**config.mk**
```make
export PLATFORM = sky130hd
export DESIGN_NAME = embc_ctrl
export DESIGN_NICKNAME = d
export VERILOG_FILES = /design/src/rtl/embc_pkg.sv /design/src/rtl/embc_ctrl.sv
export VERILOG_INCLUDE_DIRS = /design/src /design/src/rtl
export SDC_FILE = /design/constraint.sdc
export NUM_CORES = 1
export LEC_CHECK = 0
export BUFFER_PORTS_ARGS = -buffer_cell sky130_fd_sc_hd__clkbuf_2
export CAP_MARGIN = 20
export CORE_ASPECT_RATIO = 0.7
export CORE_UTILIZATION = 25
export DETAILED_ROUTE_END_ITERATION = 10
export SYNTH_ARGS = -nofsm -noshare
export SYNTH_HDL_FRONTEND = slang
export SYNTH_SLANG_ARGS = --single-unit
```
**constraint.sdc**
```tcl
create_clock -name sys_clk -period 2.7 [get_ports sys_clk]
set_input_delay 0.405 -clock sys_clk [delete_from_list [all_inputs] [get_ports sys_clk]]
set_output_delay 0.405 -clock sys_clk [all_outputs]
set_load 0.005 [all_outputs]
```
**src/rtl/embc_consts.svh**
```systemverilog
// Register offsets, field positions and reset values of the memory bus ctrl
`ifndef EMBC_CONSTS_SVH
`define EMBC_CONSTS_SVH
`define EMBC_REG_CTRL 4'h0
`define EMBC_REG_REGION0 4'h1
`define EMBC_REG_STATUS 4'h5
`define EMBC_REG_BURST 4'h6
`define EMBC_CTRL_WIDTH16 0
`define EMBC_CTRL_MUX 1
`define EMBC_CTRL_ALE_POL 2
`define EMBC_CTRL_BYTE_EN 3
`define EMBC_CTRL_BURST 4
`define EMBC_CTRL_BCLK_DIV2 5
`define EMBC_CTRL_BCLK_EN 6
`define EMBC_CTRL_BLEN_LO 8
`define EMBC_CTRL_BLEN_HI 9
`define EMBC_CTRL_WRAP 10
`define EMBC_CTRL_PAGE 11
`define EMBC_CTRL_RESET 16'h0004
`define EMBC_RWAIT_LO 0
`define EMBC_RWAIT_HI 3
`define EMBC_WWAIT_LO 4
`define EMBC_WWAIT_HI 7
`define EMBC_REGION_RESET 8'hff
`define EMBC_BURST_RESET 4'h1
`define EMBC_REGION_MSB 23
`define EMBC_REGION_LSB 22
`define EMBC_PAGE_LSB 3
`endif

```
**src/rtl/embc_pkg.sv**
```systemverilog
// Types shared by the external memory bus controller
package embc_pkg;
  typedef enum logic [5:0] {
    EMBC_IDLE = 6'h01,
    EMBC_ADDR = 6'h02,
    EMBC_STROBE = 6'h04,
    EMBC_HOLD = 6'h08,
    EMBC_DONE = 6'h10,
    EMBC_BURST = 6'h20
  } embc_state_e;
  typedef logic [23:0] embc_addr_t;
  typedef logic [15:0] embc_data_t;
  typedef logic [3:0] embc_reg_addr_t;
endpackage

```
**src/rtl/embc_ctrl.sv**
```systemverilog
// External memory bus controller: regions, strobes, mux modes and bursts
// How it works
// Control bit picks an 8-bit or 16-bit data path at run time.
// Four regions, each with its own active-low select output.
// Each region holds separate read and write wait counts stretching strobes.
// Static async reads and writes; page mode reads when non-multiplexed.
// One active-low read strobe covers both bytes in every width.
// Low write strobe is the only write strobe in 8-bit mode.
// High write strobe qualifies upper byte writes in 16-bit mode only.
// Multiplexed modes drive an address latch strobe of programmable polarity.
// 16-bit mux: ports 8/9 share address 15..0 and data; port 7 high.
// 8-bit mux: 24 address bits, low byte shared with data on port 8.
// 8-bit mux: port 9 address then zeros on writes, ignored on reads.
// 8-bit mux: port 7 drives top address byte for the whole access.
// Far side latches mid address bits with the latch strobe.
// 8-bit non-mux: port 8 data, ports 7 and 9 carry 16 address bits.
// Synchronous burst reads and writes in mux and non-mux modes.
// Burst clock runs at full or half rate, or can be switched off.
// Active-low wait input stalls synchronous beats while asserted.
// Bursts drive active-low advance/enable and a dedicated write enable.
// Byte write strobe pins can become upper and lower byte enables.
// Burst length, type and latency come from control fields.
// Exactly the select of the addressed region is active during access.
// Only needed byte strobes assert; read and write strobes never together unless byte enables are on.
`timescale 1ns/1ps
`include "embc_consts.svh"
module embc_ctrl (
  input wire logic sys_clk,
  input wire logic rst_n,
  input wire embc_pkg::embc_reg_addr_t reg_addr,
  input wire embc_pkg::embc_data_t reg_wdata,
  input wire logic reg_wr,
  input wire logic reg_rd,
  output embc_pkg::embc_data_t reg_rdata,
  input wire logic req_valid,
  input wire logic req_write,
  input wire embc_pkg::embc_addr_t req_addr,
  input wire embc_pkg::embc_data_t req_wdata,
  input wire logic [1:0] req_be,
  output logic req_ready,
  output logic resp_valid,
  output embc_pkg::embc_data_t resp_rdata,
  output logic [7:0] port7_out,
  output logic [7:0] port8_out,
  input wire logic [7:0] port8_in,
  output logic port8_oe_n,
  output logic [7:0] port9_out,
  input wire logic [7:0] port9_in,
  output logic port9_oe_n,
  output logic read_strobe_n,
  output logic write_low_strobe_n,
  output logic write_high_strobe_n,
  output logic addr_latch_strobe,
  output logic region0_select_n,
  output logic region1_select_n,
  output logic region2_select_n,
  output logic region3_select_n,
  output logic burst_bus_clock,
  input wire logic wait_input_n,
  output logic burst_advance_n,
  output logic burst_write_enable_n
);
  import embc_pkg::*;

  logic [15:0] ctrl;
  logic [7:0] region_cfg [4];
  logic [3:0] burst_cfg;
  logic cfg_w16, cfg_mux, cfg_ale_pol, cfg_byte_en, cfg_wrap, cfg_page;
  logic cfg_div2, cfg_bclk_en, burst_mode;
  logic [1:0] cfg_blen;
  logic wait_s1, wait_s2;
  logic [15:0] in_s1, in_s2;
  embc_state_e state;
  logic cur_write, cur_burst;
  logic [1:0] cur_be;
  embc_addr_t cur_addr, baddr, next_baddr;
  embc_data_t wdata_reg;
  logic [3:0] wcnt, lcnt, bcnt, blen_beats;
  logic [1:0] cur_region, req_region;
  logic [3:0] cur_rwait, cur_wwait, cur_wait;
  logic page_valid, page_hit;
  logic [20:0] page_addr;
  logic [1:0] rd_pipe;
  logic half_cnt, bclk_tick, beat_go, last_beat;
  logic [7:0] step8, mask8;
  logic [3:0] sel_n;
  logic [3:0] next_sel_n;
  logic [7:0] next_p7, next_p8, next_p9;
  logic next_p8_oe_n, next_p9_oe_n, next_rd_n, next_wl_n, next_wh_n;
  logic next_ale, next_bav_n, next_bwe_n;
  logic active, mux_addr_phase, strobe_phase;

  assign cfg_w16 = ctrl[`EMBC_CTRL_WIDTH16];
  assign cfg_mux = ctrl[`EMBC_CTRL_MUX];
  assign cfg_ale_pol = ctrl[`EMBC_CTRL_ALE_POL];
  assign cfg_byte_en = ctrl[`EMBC_CTRL_BYTE_EN];
  assign cfg_div2 = ctrl[`EMBC_CTRL_BCLK_DIV2];
  assign cfg_bclk_en = ctrl[`EMBC_CTRL_BCLK_EN];
  assign cfg_blen = ctrl[`EMBC_CTRL_BLEN_HI:`EMBC_CTRL_BLEN_LO];
  assign cfg_wrap = ctrl[`EMBC_CTRL_WRAP];
  assign cfg_page = ctrl[`EMBC_CTRL_PAGE];
  // Bursts need the bus clock running
  assign burst_mode = ctrl[`EMBC_CTRL_BURST] & cfg_bclk_en;

  // Register writes
  always_ff @(posedge sys_clk or negedge rst_n) begin
    if (!rst_n) begin
      ctrl <= `EMBC_CTRL_RESET;
      burst_cfg <= `EMBC_BURST_RESET;
    end else if (reg_wr) begin
      if (reg_addr == `EMBC_REG_CTRL) begin
        ctrl <= reg_wdata;
      end else if (reg_addr == `EMBC_REG_BURST) begin
        burst_cfg <= reg_wdata[3:0];
      end
    end
  end

  genvar gi;
  generate
    for (gi = 0; gi < 4; gi++) begin : g_region
      always_ff @(posedge sys_clk or negedge rst_n) begin
        if (!rst_n) begin
          region_cfg[gi] <= `EMBC_REGION_RESET;
        end else if (reg_wr && reg_addr == `EMBC_REG_REGION0 + 4'(gi)) begin
          region_cfg[gi] <= reg_wdata[7:0];
        end
      end
    end
  endgenerate

  // Register reads, data in the following cycle
  always_ff @(posedge sys_clk or negedge rst_n) begin
    if (!rst_n) begin
      reg_rdata <= 16'h0000;
    end else if (reg_rd) begin
      if (reg_addr == `EMBC_REG_CTRL) begin
        reg_rdata <= ctrl;
      end else if (reg_addr >= `EMBC_REG_REGION0 &&
                   reg_addr < `EMBC_REG_STATUS) begin
        reg_rdata <= {8'h00, region_cfg[2'(reg_addr - `EMBC_REG_REGION0)]};
      end else if (reg_addr == `EMBC_REG_STATUS) begin
        reg_rdata <= {4'h0, bcnt, 3'h0, page_valid, wait_s2, cur_region,
                      state != EMBC_IDLE};
      end else if (reg_addr == `EMBC_REG_BURST) begin
        reg_rdata <= {12'h000, burst_cfg};
      end else begin
        reg_rdata <= 16'h0000;
      end
    end
  end

  // Pin input synchronisers
  always_ff @(posedge sys_clk or negedge rst_n) begin
    if (!rst_n) begin
      wait_s1 <= 1'b1;
      wait_s2 <= 1'b1;
      in_s1 <= 16'h0000;
      in_s2 <= 16'h0000;
    end else begin
      wait_s1 <= wait_input_n;
      wait_s2 <= wait_s1;
      in_s1 <= {port9_in, port8_in};
      in_s2 <= in_s1;
    end
  end

  // Burst bus clock divider
  always_ff @(posedge sys_clk or negedge rst_n) begin
    if (!rst_n) begin
      burst_bus_clock <= 1'b0;
      half_cnt <= 1'b0;
    end else if (!cfg_bclk_en) begin
      burst_bus_clock <= 1'b0;
      half_cnt <= 1'b0;
    end else begin
      half_cnt <= ~half_cnt;
      if (!cfg_div2 || half_cnt) begin
        burst_bus_clock <= ~burst_bus_clock;
      end
    end
  end
  // Cycle just before a rising burst clock edge
  assign bclk_tick = cfg_bclk_en & ~burst_bus_clock & (~cfg_div2 | half_cnt);

  assign cur_region = cur_addr[`EMBC_REGION_MSB:`EMBC_REGION_LSB];
  assign req_region = req_addr[`EMBC_REGION_MSB:`EMBC_REGION_LSB];
  assign cur_rwait = region_cfg[cur_region][`EMBC_RWAIT_HI:`EMBC_RWAIT_LO];
  assign cur_wwait = region_cfg[cur_region][`EMBC_WWAIT_HI:`EMBC_WWAIT_LO];
  assign cur_wait = cur_write ? cur_wwait : cur_rwait;
  assign blen_beats = 4'h1 << cfg_blen;
  assign last_beat = (bcnt == blen_beats - 4'h1);
  assign step8 = cfg_w16 ? 8'h02 : 8'h01;
  assign mask8 = 8'(({4'h0, blen_beats} << cfg_w16) - 8'h01);
  always_comb begin
    if (cfg_wrap) begin
      next_baddr = {baddr[23:8],
                    (baddr[7:0] & ~mask8) | (8'(baddr[7:0] + step8) & mask8)};
    end else begin
      next_baddr = 24'(baddr + {16'h0000, step8});
    end
  end
  // Beat needs bus ready and, for writes, the next data word
  assign beat_go = (state == EMBC_BURST) && bclk_tick && wait_s2 &&
                   (!cur_write || last_beat || req_valid);
  assign page_hit = page_valid && cfg_page && !cfg_mux && !req_write &&
                    req_addr[23:`EMBC_PAGE_LSB] == page_addr;
  assign req_ready = (state == EMBC_IDLE) ||
                     (beat_go && cur_write && !last_beat);

  // Access sequencer
  always_ff @(posedge sys_clk or negedge rst_n) begin
    if (!rst_n) begin
      state <= EMBC_IDLE;
      cur_write <= 1'b0;
      cur_burst <= 1'b0;
      cur_addr <= 24'h000000;
      baddr <= 24'h000000;
      wcnt <= 4'h0;
      lcnt <= 4'h0;
      bcnt <= 4'h0;
    end else begin
      case (state)
        EMBC_IDLE: begin
          if (req_valid) begin
            cur_write <= req_write;
            cur_addr <= req_addr;
            cur_burst <= burst_mode;
            baddr <= req_addr;
            bcnt <= 4'h0;
            lcnt <= burst_cfg;
            if (burst_mode) begin
              state <= EMBC_ADDR;
            end else if (page_hit) begin
              wcnt <= region_cfg[req_region][`EMBC_RWAIT_HI:`EMBC_RWAIT_LO];
              state <= EMBC_STROBE;
            end else begin
              state <= EMBC_ADDR;
            end
          end
        end
        EMBC_ADDR: begin
          if (!cur_burst) begin
            wcnt <= cur_wait;
            state <= EMBC_STROBE;
          end else if (bclk_tick) begin
            if (lcnt == 4'h0) begin
              state <= EMBC_BURST;
            end else begin
              lcnt <= lcnt - 4'h1;
            end
          end
        end
        EMBC_STROBE: begin
          if (wcnt == 4'h0) begin
            state <= EMBC_HOLD;
          end else begin
            wcnt <= wcnt - 4'h1;
          end
        end
        EMBC_BURST: begin
          if (beat_go) begin
            bcnt <= bcnt + 4'h1;
            baddr <= next_baddr;
            if (last_beat) begin
              state <= EMBC_HOLD;
            end
          end
        end
        EMBC_HOLD: state <= EMBC_DONE;
        EMBC_DONE: state <= EMBC_IDLE;
        default: state <= EMBC_IDLE;
      endcase
    end
  end

  // Write data and byte lanes for the current beat
  always_ff @(posedge sys_clk or negedge rst_n) begin
    if (!rst_n) begin
      wdata_reg <= 16'h0000;
      cur_be <= 2'b00;
    end else if ((state == EMBC_IDLE && req_valid) ||
                 (beat_go && cur_write && !last_beat)) begin
      wdata_reg <= req_wdata;
      cur_be <= cfg_w16 ? req_be : 2'b01;
    end
  end

  // Open page tracking
  always_ff @(posedge sys_clk or negedge rst_n) begin
    if (!rst_n) begin
      page_valid <= 1'b0;
      page_addr <= 21'h00000;
    end else if (reg_wr && reg_addr == `EMBC_REG_CTRL) begin
      page_valid <= 1'b0;
    end else if (state == EMBC_DONE && !cur_write && !cur_burst) begin
      page_valid <= cfg_page && !cfg_mux;
      page_addr <= cur_addr[23:`EMBC_PAGE_LSB];
    end else if (state == EMBC_IDLE && req_valid && !page_hit) begin
      page_valid <= 1'b0;
    end
  end

  // Read returns, two cycles behind the pins
  always_ff @(posedge sys_clk or negedge rst_n) begin
    if (!rst_n) begin
      rd_pipe <= 2'b00;
      resp_valid <= 1'b0;
      resp_rdata <= 16'h0000;
    end else begin
      rd_pipe <= {rd_pipe[0], beat_go & ~cur_write};
      resp_valid <= (state == EMBC_DONE && !cur_write && !cur_burst) ||
                    rd_pipe[1];
      if ((state == EMBC_DONE && !cur_write && !cur_burst) || rd_pipe[1]) begin
        resp_rdata <= cfg_w16 ? in_s2 : {8'h00, in_s2[7:0]};
      end
    end
  end

  // Pin values for the coming cycle
  always_comb begin
    active = state != EMBC_IDLE && state != EMBC_DONE;
    mux_addr_phase = cfg_mux && state == EMBC_ADDR;
    strobe_phase = state == EMBC_STROBE || state == EMBC_BURST;
    next_sel_n = 4'hf;
    next_p7 = cur_addr[23:16];
    next_p8 = 8'h00;
    next_p9 = 8'h00;
    next_p8_oe_n = 1'b1;
    next_p9_oe_n = 1'b1;
    next_rd_n = 1'b1;
    next_wl_n = 1'b1;
    next_wh_n = 1'b1;
    next_ale = ~cfg_ale_pol;
    next_bav_n = 1'b1;
    next_bwe_n = 1'b1;
    if (active) begin
      next_sel_n[cur_region] = 1'b0;
      if (mux_addr_phase) begin
        next_p8 = baddr[7:0];
        next_p9 = baddr[15:8];
        next_p8_oe_n = 1'b0;
        next_p9_oe_n = 1'b0;
        next_ale = cfg_ale_pol;
      end else begin
        if (!cfg_mux) begin
          next_p7 = baddr[7:0];
        end
        if (cur_write) begin
          next_p8 = wdata_reg[7:0];
          next_p8_oe_n = 1'b0;
        end
        if (!cfg_w16 && !cfg_mux) begin
          next_p9 = baddr[15:8];
          next_p9_oe_n = 1'b0;
        end else if (cur_write) begin
          // 8-bit mux writes hold port 9 at zero
          next_p9 = cfg_w16 ? wdata_reg[15:8] : 8'h00;
          next_p9_oe_n = 1'b0;
        end
      end
      if (cfg_byte_en) begin
        next_wl_n = ~cur_be[0];
        next_wh_n = ~(cur_be[1] & cfg_w16);
      end
      if (cur_burst) begin
        next_bav_n = 1'b0;
      end
    end
    if (strobe_phase) begin
      if (!cur_write) begin
        next_rd_n = 1'b0;
      end else if (cfg_byte_en || cur_burst) begin
        next_bwe_n = 1'b0;
      end
      if (cur_write && !cfg_byte_en) begin
        next_wl_n = ~cur_be[0];
        next_wh_n = ~(cur_be[1] & cfg_w16);
      end
    end
  end

  always_ff @(posedge sys_clk or negedge rst_n) begin
    if (!rst_n) begin
      sel_n <= 4'hf;
      port7_out <= 8'h00;
      port8_out <= 8'h00;
      port9_out <= 8'h00;
      port8_oe_n <= 1'b1;
      port9_oe_n <= 1'b1;
      read_strobe_n <= 1'b1;
      write_low_strobe_n <= 1'b1;
      write_high_strobe_n <= 1'b1;
      addr_latch_strobe <= 1'b0;
      burst_advance_n <= 1'b1;
      burst_write_enable_n <= 1'b1;
    end else begin
      sel_n <= next_sel_n;
      port7_out <= next_p7;
      port8_out <= next_p8;
      port9_out <= next_p9;
      port8_oe_n <= next_p8_oe_n;
      port9_oe_n <= next_p9_oe_n;
      read_strobe_n <= next_rd_n;
      write_low_strobe_n <= next_wl_n;
      write_high_strobe_n <= next_wh_n;
      addr_latch_strobe <= next_ale;
      burst_advance_n <= next_bav_n;
      burst_write_enable_n <= next_bwe_n;
    end
  end
  assign region0_select_n = sel_n[0];
  assign region1_select_n = sel_n[1];
  assign region2_select_n = sel_n[2];
  assign region3_select_n = sel_n[3];

  // Strobe cycle counter for checking
  logic [4:0] scnt;
  always_ff @(posedge sys_clk or negedge rst_n) begin
    if (!rst_n) begin
      scnt <= 5'h00;
    end else if (state == EMBC_STROBE) begin
      scnt <= scnt + 5'h01;
    end else if (state == EMBC_IDLE) begin
      scnt <= 5'h00;
    end
  end
endmodule

```
# Word-level counts from Yosys, hierarchy flattened
# Index checks and enable logic that the tools add are counted.
op_classes:
  order_cmp: 7
  add_sub_neg: 8
  eq_ne: 31
  reduce_logical: 58
  muxes: 88
  n_shift: 2
  bitwise_logic: 23
ops:
  columns: ["cell", "n"]
  rows:
  - ["$mux W8", 15]
  - ["$mux W24", 3]
  - ["$mux W4", 16]
  - ["$bmux W8 S2", 3]
  - ["$pmux W24 S2", 1]
  - ["$mux W6", 7]
  - ["$mux W16", 2]
  - ["$mux W1", 30]
  - ["$pmux W6 S5", 1]
  - ["$logic_and A1 B1 Y1", 25]
  - ["$add A24 B2 Y24", 1]
  - ["$mux W12", 2]
  - ["$ne A2 B2 Y1 const B", 12]
  - ["$eq A21 B21 Y1", 1]
  - ["$and A8 B8 Y8", 2]
  - ["$pmux W4 S2", 2]
  - ["$eq A4 B3 Y1 const B", 3]
  - ["$logic_not A4 Y1", 3]
  - ["$pmux W4 S3", 1]
  - ["$reduce_and A6 Y1", 2]
  - ["$sub A4 B1 Y4 const B", 3]
  - ["$ge A3 B3 Y1 const B", 3]
  - ["$logic_not A1 Y1", 9]
  - ["$not A1 Y1", 9]
  - ["39 further kinds", 61]
word_totals:
  regBits: 267
  inputBits: 85
  wordCells: 258
  out_inout_bits: 71

# Depth between registers and ports, before layout
# Gate-level depths: netlist of the first run.
logic_depth:
  word_depth: 9
  ltp_mapped: 10

# Worst setup path after synthesis of the first run
# Ideal clock, no wire load.
synth_timing:
  path_kind: "input to register"
  startpoint: "in reg_addr[0]"
  endpoint: "reg page_addr[10]"
  n_path_buf: 3
  path_stages: 10
  arrival_time_ps: 2548
  path_slack_ps: 27
  cell_sequence: "clkbuf_1 > inv_1 > ha_1 > clkbuf_1 > inv_1 > nor3_1 > nand2_1 > nand2_1 > clkbuf_1 > mux2_2"
synth_via:
  elab_chain_len: 4
synth_lines:
  columns: ["element", "line_no", "text"]
  rows:
  - ["start: declaration", "embc_ctrl.sv:30", "input wire embc_pkg::embc_reg_addr_t reg_addr,"]
  - ["$logic_not A4 Y1 (no source line)", null, null]
  - ["$logic_and A1 B1 Y1 (no source line)", null, null]
  - ["$not A1 Y1 (no source line)", null, null]
  - ["$reduce_and A2 Y1 (no source line)", null, null]
  - ["end signal: assignment", "embc_ctrl.sv:298", "page_addr <= cur_addr[23:`EMBC_PAGE_LSB];"]
  - ["end: declaration", "embc_ctrl.sv:82", "logic [20:0] page_addr;"]
# Every way passes these cells.
# A chain may end at the register's enable or synchronous reset.

# Worst setup path in the final report of the first run
layout_timing:
  startpoint: "reg state[1]"
  endpoint: "out req_ready"
layout_via:
  elab_chain_len: 7
  word_cells_on_any_way: 8
  cone_classes: "eq/ne: 2; reduce/logical: 6"
layout_lines:
  columns: ["element", "line_no", "text"]
  rows:
  - ["start: declaration", "embc_ctrl.sv:73", "embc_state_e state;"]
  - ["start signal: assignment", "embc_ctrl.sv:214", "state <= EMBC_IDLE;"]
  - ["start signal: assignment", "embc_ctrl.sv:233", "state <= EMBC_ADDR;"]
  - ["start signal: assignment", "embc_ctrl.sv:236", "state <= EMBC_STROBE;"]
  - ["$eq A6 B6 Y1", "embc_ctrl.sv:204", "assign beat_go = (state == EMBC_BURST) && bclk_tick && wait_s2 &&"]
  - ["$logic_and A1 B1 Y1 (3 in a row)", "embc_ctrl.sv:204", null]
  - ["$logic_and A1 B1 Y1 (2 in a row)", "embc_ctrl.sv:209", "(beat_go && cur_write && !last_beat);"]
  - ["$logic_or A1 B1 Y1 (*)", "embc_ctrl.sv:208", "assign req_ready = (state == EMBC_IDLE) ||"]
  - ["end: declaration", "embc_ctrl.sv:40", "output logic req_ready,"]
# Mark *: on every way between the ends. The rest lies on a longest branch, timed or not.

==> metrics, run 1 <==
status finished clean; critical path fanouts, max 6; relative slew slack 0.449; Finish-stage setup viols 0; CP endpoint kind primary output; crit path kind flop to primary output; Hold Fails Final Rpt 0; worst IR drop on VDD 0.502 mV; H-tree levels 1; final cycle utilization of the critical path 0.974; initial drt markers approximately 820; distinct cell type count after synthesis between 60 and 70; Tmin final 2.63 ns; Initial Util 0.257; CP arrival 2.22 ns; Syn Std Cell Area 11300 sq um; Syn Inst Count 999; async set or reset register ratio after synthesis 1.00; DIE HEIGHT 180 um; Post-Layout Cell Count roughly 1800; Hold Path Class input port to flop; sequential fraction of the synthesis area 0.570; Top FF cell, synth dfrtp_1; max reg flops 32; Final HPWL DP 23800 um; routed wire length about 33000 um; FF+latch count, synth between 200 and 300; CTS Buf Count 30; First-pass DRT Iterations 9; via density per instance between 4 and 5; Synthesized Nets between 1000 and 1500; Power Density about 1000 nW/um^2; most common cell after layout, fill and taps aside dfrtp_1; initial antenna violation count 11; total congestion overflow 0; dpl cells ~1700; vias 8525; pin count of the biggest net entering global routing 66; Total Routing Usage GR 0.143; EDFF count, synth 0; floorplan core area about 44000 sq um; Synthesis Warnings 0; CTS clk-pin slew, worst paths about 0.060 ns; commonest non-fill, non-tap cells in the layout 208 x dfrtp_1, 184 x nand2_1, 154 x clkbuf_2; post-synthesis average cell area between 10 and 15 sq um; Layout area overhead 26.3%; Top Registers region_cfg x32, cur_addr x21, page_addr x21; wire length of the first global-routing pass slightly above 50000 um; setup TNS 0 ns; most flop-heavy register region_cfg; Multi-input gate area between 4000 and 5000 sq um; CTS tree done; unrepaired setup endpoints after global routing no; nature of the critical path startpoint flop; clock buffer depth 3; Avg WL per Cell approximately 18 um; Worst Skew between 0.03 and 0.04 ns; row cnt 64; share of cells above drive strength 1 0.352; CTS sink cnt approximately 260; DRC 0; Nets 1283; fill cell count 4456; routability cong. 0.875; Final Max Tran Viols 0; IO Port Bufs 155; # Max-Cap Violations 0; die footprint 46300 sq um; die width around 260 um; Skew-Pair Late Insertion Delay about 0.56 ns; fmax between 0.3 and 0.4 GHz; Ports 156; number of global-route vias before repair 8630; Routed Antenna Nets 0; register area around 6500 sq um; root buf cell clkbuf_16; Worst-Margin Slew 0.820 ns; required time of the critical path ~2.3 ns; P_leak ~6.5 nW
## final timing paths
check | startpoint | end | slack [ns] | depth (start not counted)
max | state[1] | req_ready | 0.07 | 7
min | reg_wdata[15] | ctrl[15] | 0.06 | 3
max reg2reg | page_valid | wcnt[3] | 0.24 | 6
min reg2reg | in_s1[7] | in_s2[7] | 0.35 | 0
max in group asynchronous | rst_n | region_cfg[25] | 1.46 | 3
min in group asynchronous | rst_n | addr_latch_strobe | 0.42 | 2
## what timing repair did
action | 4_1_cts | 5_1_grt
hold buffers | 18 | 0
buffers inserted | 0 | 4
pin swaps | 0 | 2
setup endpoints to repair | 1 | 1
endpoints found under the hold margin | 56 | 0
gates resized for setup | 2 | 1
## power breakdown
group	leakage (nW)	total, mW	switching (mW)	internal (mW)
Sequential	3.14	5.83	0.835	4.99
Combinational	2.81	4.00	2.14	1.86
Clock	0.539	4.49	1.69	2.80
Total	6.49	14.3	4.66	9.65
## critical path: stages (launching register included)
cell	delay, ns
dfrtp_1	0.44
nor4_4	0.31
and3b_2	0.24
nand3_1	0.12
nor2_2	0.18
nand2_1	0.08
nand2_1	0.15
clkbuf_2	0.14
## cell type report
class / count / share of cell area
flip-flops and latches: 256 / 0.451
multi-input cells: 662 / 0.320
repair buffers: 214 / 0.0920
clock buffers: 33 / 0.0553
well taps: 594 / 0.0519
clock inverters: 23 / 0.0232
inverters: 22 / 0.00576
diodes: 4 / 0.000698
## synthesized netlist by cell type, types with 7 or more instances
master      n  area, sq um
a22oi_1     8         60.1
o21ai_0    51          255
dfrtp_1   208         5200
nor4_1      7         43.8
xnor2_1    24          210
nor3_1     12         60.1
and3_1      7         43.8
mux2_2     96         1080
dfstp_2    48         1260
a21oi_1    43          215
nand4_1    15         93.8
nand2_1   184          691
nor2_1     46          173
o211ai_1    8         60.1
clkbuf_1   53          199
ha_1       11          138
mux4_2     20          450
inv_1      22         82.6
nand3_1    21          105
a31oi_1    10         62.6
mux2i_1     9         90.1
o22a_1      7         61.3
## per-stage QoR
step / hold WS [ns] / setup slack (ns) / utilization / instance area, sq um / power (mW)
2_1_floorplan: 0.109 / 0.0275 / - / 11300 / 8.10
3_3_place_gp: 0.332 / 0.0519 / 0.293 / 13000 / 9.61
3_5_place_dp: 0.336 / 0.0383 / 0.293 / 13000 / 9.75
4_1_cts: 0.0347 / 0.00714 / 0.323 / 14300 / 14.3
5_1_grt: 0.0493 / 0.0164 / 0.324 / 14300 / 15.2
6_report: 0.0573 / 0.0712 / 0.324 / 14300 / 14.3
## cells by family after synthesis
family                   count (synthesis)  synth area share
flip-flops                             256             0.570
buffers and inverters                   81            0.0278
XOR/XNOR                                28            0.0216
adder cells (fa/ha/maj)                 12            0.0139
multiplexers                           126             0.144
AND/OR/NAND/NOR                        330             0.132
AO/OA/AOI/OAI                          166            0.0911
## metal layers
| metal | share of wire | GRT usage |
|---|---|---|
| met1 | 0.45 | 0.203 |
| met2 | 0.44 | 0.214 |
| met3 | 0.079 | 0.0352 |
| met4 | 0.022 | 0.0414 |
| met5 | 0.0024 | 0 |
No activity file was read; power rests on OpenSTA's default activity.
==> inputs of run 2 (changes only) <==
ABC_AREA = 1   (was unset)
==> metrics, run 2 <==
setup TNS 0 ns; Nets around 1700; Skew-Pair Late Insertion Delay 0.56 ns; CTS clk-pin slew, worst paths around 0.060 ns; commonest non-fill, non-tap cells in the layout 416 x nand2_1, 208 x dfrtp_1, 176 x o21ai_0; post-route cell area approximately 15000 sq um; # Max-Cap Violations 0; Initial Util 0.255; unrepaired setup endpoints after global routing no; clock buffer depth 3; DIE HEIGHT 185 um; hold depth 3; Syn Std Cell Area around 12000 sq um; share of cells above drive strength 1 0.202; Finish-stage setup viols 0; vias between 10000 and 15000; Crit Reg-Reg Startpoint state[3]; Yosys top cell area share 0.436; Layout area overhead 22.4%; worst IR drop on VDD 0.546 mV; synth cell count leaders 416 x nand2_1, 208 x dfrtp_1, 176 x o21ai_0; H-tree levels 1; CTS sink cnt roughly 260; distinct cell type count after synthesis 50; CP endpoint kind primary output; required time of the critical path approximately 2.3 ns; status finished clean; wire length of the first global-routing pass ~60000 um; setup slack, reg-to-reg between 0.5 and 0.6 ns; Worst Setup EP req_ready; Routed Antenna Nets 0; initial drt markers between 900 and 1000; routed wire length around 39000 um; Area contributors post-synth dfrtp_1 44%, nand2_1 13%, dfstp_2 11%, o21ai_0 7.4%, nand3_1 4.7%; via density per instance approximately 4.8; most flop-heavy register region_cfg; root buf cell clkbuf_16; row cnt 66; final cycle utilization of the critical path 0.929; Synthesized Nets about 1500; Synthesis Warnings 0; most common cell after layout, fill and taps aside nand2_1; Hold Fails Final Rpt 0; FF+latch count, synth between 200 and 300; reg2reg end bcnt[0]; async set or reset register ratio after synthesis 1.00; number of global-route vias before repair 9943; Worst Skew 0.0189 ns; Avg WL per Cell 17.7 um; sequential fraction of the synthesis area 0.542; Tmin final roughly 2.5 ns; total chip power approximately 14 mW; Ports about 160; Power Density 991 nW/um^2; Final HPWL DP between 20000 and 30000 um; Multi-input gate area roughly 4700 sq um; die footprint around 49000 sq um; IO Port Bufs 155; CP arrival between 2 and 2.5 ns; die width between 200 and 300 um; register area around 6500 sq um; Worst-Margin Slew a little over 0.7 ns; Top Registers region_cfg x32, cur_addr x21, page_addr x21; Post-DP Area ~13000 sq um; fill cell count slightly below 5000; nature of the critical path startpoint flop; Total Routing Usage GR 0.161; First-pass DRT Iterations 5; total congestion overflow 0; P_leak 7.09 nW; floorplan core area 46700 sq um; fmax between 0.3 and 0.4 GHz; EDFF count, synth 0; crit path kind flop to primary output; Register-to-Register Path Depth 9; Top FF cell, synth dfrtp_1; DRC 0; final core occ 0.312; count leader, synth nand2_1; Yosys top cell by area dfrtp_1; initial antenna violation count 4; Worst Setup SP state[3]; CTS tree done; max reg flops 32; dpl cells ~2200; CTS Buf Count 28; post-synthesis average cell area 8.45 sq um; routability cong. 0.982; Hold Path Class input port to flop; relative slew slack 0.523; pin count of the biggest net entering global routing between 60 and 70; critical path fanouts, max 21; Post-Layout Cell Count 2223; Syn Inst Count roughly 1400; Final Max Tran Viols 0
==> run 2: cell count changes in the layout (fill, tap and decap cells not counted), moves of 18 or more <==
cell and change:
a21oi_1 -18, inv_1 +104, mux2_2 -96, mux4_2 -20
nand2_1 +232, nand3_1 +91, nor2_1 +45, o21ai_0 +126
xnor2_1 -23
==> run 2: where the power goes <==
| part | internal (mW) | switching [mW] |
|---|---|---|
| clock network | 2.32 | 1.67 |
| logic | 1.53 | 2.94 |
| registers | 5.06 | 0.936 |
==> run 2: worst min-delay path by stage <==
stage	from	to	slack (ns)
floorplan	rst_n	asynchronous set/reset pin	0.11
global placement	in_s1[2]	in_s2[2]	0.33
detailed placement	in_s1[7]	in_s2[7]	0.34
CTS	req_wdata[12]	wdata_reg[12]	0.03
global route	req_wdata[9]	wdata_reg[9]	0.05
finish	req_wdata[12]	wdata_reg[12]	0.06
==> run 2: final cells by class <==
class,instances,area share
sequential,256,0.443
inverter,135,0.0347
multi-input combinational,968,0.321
tap,612,0.0525
timing repair buffer,199,0.0830
clock inverter,12,0.00669
clock buffer,40,0.0590
antenna,1,0.000171
==> run 2: kinds of logic after synthesis <==
group                    synth area share
AO/OA/AOI/OAI                       0.119
XOR/XNOR                          0.00587
adder cells (fa/ha/maj)            0.0132
buffers and inverters              0.0652
flip-flops                          0.542
AND/OR/NAND/NOR                     0.255
==> run 2: critical path, stage by stage, from the launching register on <==
cell and delay, ns:
dfrtp_1 0.40, nor2_4 0.19, and2_4 0.19, nand2_4 0.18, nor2_8 0.20, nand4_4 0.13, nand2_1 0.12, clkbuf_2 0.13
==> run 2: what timing repair did <==
item	CTS	global route
hold endpoints to repair	60	0
resized for setup	0	0
hold buffers	18	0
buffers inserted	1	0
setup endpoints to repair	1	0
==> run 2: per-stage QoR <==
| stage | hold slack, ns | worst slack, ns |
|---|---|---|
| 2_1_floorplan | 0.109 | 0.590 |
| 3_3_place_gp | 0.332 | 0.520 |
| 3_5_place_dp | 0.336 | 0.412 |
| 4_1_cts | 0.0344 | 0.174 |
| 5_1_grt | 0.0469 | 0.109 |
| 6_report | 0.0622 | 0.192 |
==> run 2: layer usage <==
layer / vias to the layer above / wire, um / part of all wire / track usage
met2: 404 / 16000 / 0.41 / 0.226
met4: 4 / 1110 / 0.028 / 0.0494
li1: 4972 / - / - / -
met5: - / 23 / 0.00059 / 0
met1: 5128 / 19200 / 0.49 / 0.246
met3: 66 / 3000 / 0.076 / 0.0321
==> inputs of run 3 (changes only) <==
REMOVE_ABC_BUFFERS = 1   (was unset)
==> metrics, run 3 (synthesis results as in run 2) <==
final cycle utilization of the critical path 0.946; CTS clk-pin slew, worst paths 0.06 ns; Ports about 160; worst IR drop on VDD about 0.65 mV; Critical Path, Cell by Cell nor2_4, and2_4, nand2_4, nor2_8, nand4_4, nand2_1, clkbuf_2; Total Routing Usage GR 0.160; IO Port Bufs 155; Power Density around 1000 nW/um^2; routability cong. 0.900; row cnt 66; Hold Path Class input port to flop; Register-to-Register Path Depth 9; Worst Setup SP state[2]; Final Max Tran Viols 0; Tmin final 2.55 ns; share of cells above drive strength 1 0.201; wire length of the first global-routing pass around 60000 um; Multi-input gate area 4690 sq um; most common cell after layout, fill and taps aside nand2_1; crit path kind flop to primary output; register area ~6500 sq um; Crit Reg-Reg Startpoint state[2]; Finish-stage setup viols 0; commonest non-fill, non-tap cells in the layout 416 x nand2_1, 208 x dfrtp_1, 176 x o21ai_0; Post-Layout Cell Count 2223; Hold Fails Final Rpt 0; post_cts resized 0; most flop-heavy register region_cfg; floorplan core area between 40000 and 50000 sq um; routed wire length between 30000 and 40000 um; Worst-Margin Slew roughly 0.74 ns; Final HPWL DP around 29000 um; Nets around 1700; met2 usage 0.233; fill cell count ~5000; Buf/Inv on CP 1; initial antenna violation count 6; vias 10500; fmax slightly below 0.4 GHz; CTS Buf Count 28; total chip power roughly 15 mW; relative slew slack 0.505; delay-heaviest family, CP simple AND/OR/NAND/NOR gates; clock buffer depth 3; max reg flops 32; Worst Setup EP req_ready; CTS sink cnt ~260; critical path fanouts, max 21; global route hottest layer met1; DIE HEIGHT roughly 180 um; required time of the critical path about 2.3 ns; CP arrival ~2.2 ns; Top Registers region_cfg x32, cur_addr x21, page_addr x21; Avg WL per Cell 17.7 um; reg2reg end bcnt[2]; die footprint just under 50000 sq um; crit-path max cell delay ~0.42 ns; GRT met1 Usage 0.237; Skew-Pair Late Insertion Delay approximately 0.57 ns; initial drt markers 1057; status finished clean; dpl cells around 2200; number of global-route vias before repair between 9000 and 10000; Initial Util 0.255; Worst Skew about 0.024 ns; pin count of the biggest net entering global routing 83; CP endpoint kind primary output; CTS tree done; DRC 0; setup TNS 0 ns; H-tree levels 1; CP Depth 7; P_leak 7.11 nW; root buf cell clkbuf_16; # Max-Cap Violations 0; total congestion overflow 0; Layout area overhead 22.7%; setup slack, reg-to-reg roughly 0.36 ns; die width around 260 um; GRT met3 Usage 0.0382; via density per instance approximately 4.7; nature of the critical path startpoint flop; unrepaired setup endpoints after global routing no; crit path max-delay cell type dfrtp_1; Routed Antenna Nets 0; First-pass DRT Iterations 6
[run 3: worst min path at each step]
stage / from / endpoint / slack (ns) / cells after the start
3_3_place_gp: in_s1[11] / in_s2[11] / 0.33 / 0
4_1_cts: req_wdata[7] / wdata_reg[7] / 0.02 / 3
6_report: req_wdata[7] / wdata_reg[7] / 0.03 / 3
2_1_floorplan: rst_n / asynchronous set/reset pin / 0.11 / 0
5_1_grt: req_wdata[1] / wdata_reg[1] / 0.03 / 3
3_5_place_dp: in_s1[6] / in_s2[6] / 0.33 / 0
[run 3: power by group]
group	total (mW)	internal, mW	switching (mW)
Sequential	6.00	5.06	0.945
Clock	4.20	2.56	1.64
Combinational	4.41	1.52	2.89
Total	14.6	9.13	5.48
[run 3: layer usage]
layer | vias up | routed length, um | part of all wire
li1 | 4961 | - | -
met1 | 5052 | 19000 | 0.48
met2 | 410 | 16100 | 0.41
met3 | 61 | 3220 | 0.082
met4 | 10 | 962 | 0.024
met5 | - | 66 | 0.0017
[run 3: final cells by class]
type	count	share of cell area
Sequential cell	256	0.442
Clock inverter	12	0.0137
Inverter	135	0.0346
Timing Repair Buffer	200	0.0824
Multi-Input combinational cell	968	0.320
Antenna cell	1	0.000171
Tap cell	612	0.0523
Clock buffer	39	0.0549
[run 3: what timing repair did]
item | in CTS | in global routing
setup buffers | 1 | 0
setup endpoints to repair | 1 | 0
hold endpoints to repair | 90 | 0
hold buffers | 18 | 0
[run 3: metrics by stage]
step | setup WS, ns | cell area [sq um] | hold WS, ns | utilization
final | 0.147 | 14600 | 0.0329 | 0.313
after global routing | 0.0704 | 14600 | 0.0328 | 0.313
after CTS | 0.130 | 14600 | 0.0175 | 0.313
after detailed placement | 0.434 | 13400 | 0.335 | 0.288
after global placement | 0.492 | 13400 | 0.332 | 0.288
after floorplan | 0.317 | 11700 | 0.109 | -
[run 3: worst reg2reg max path: cells and delay by family, from the launching register on]
kind / cells / cell delay [ns]
AOI/OAI and AO/OA: 2 / 0.19
buffers and inverters: 2 / 0.63
DFF: 1 / 0.42
and+or+nand+nor: 5 / 0.97
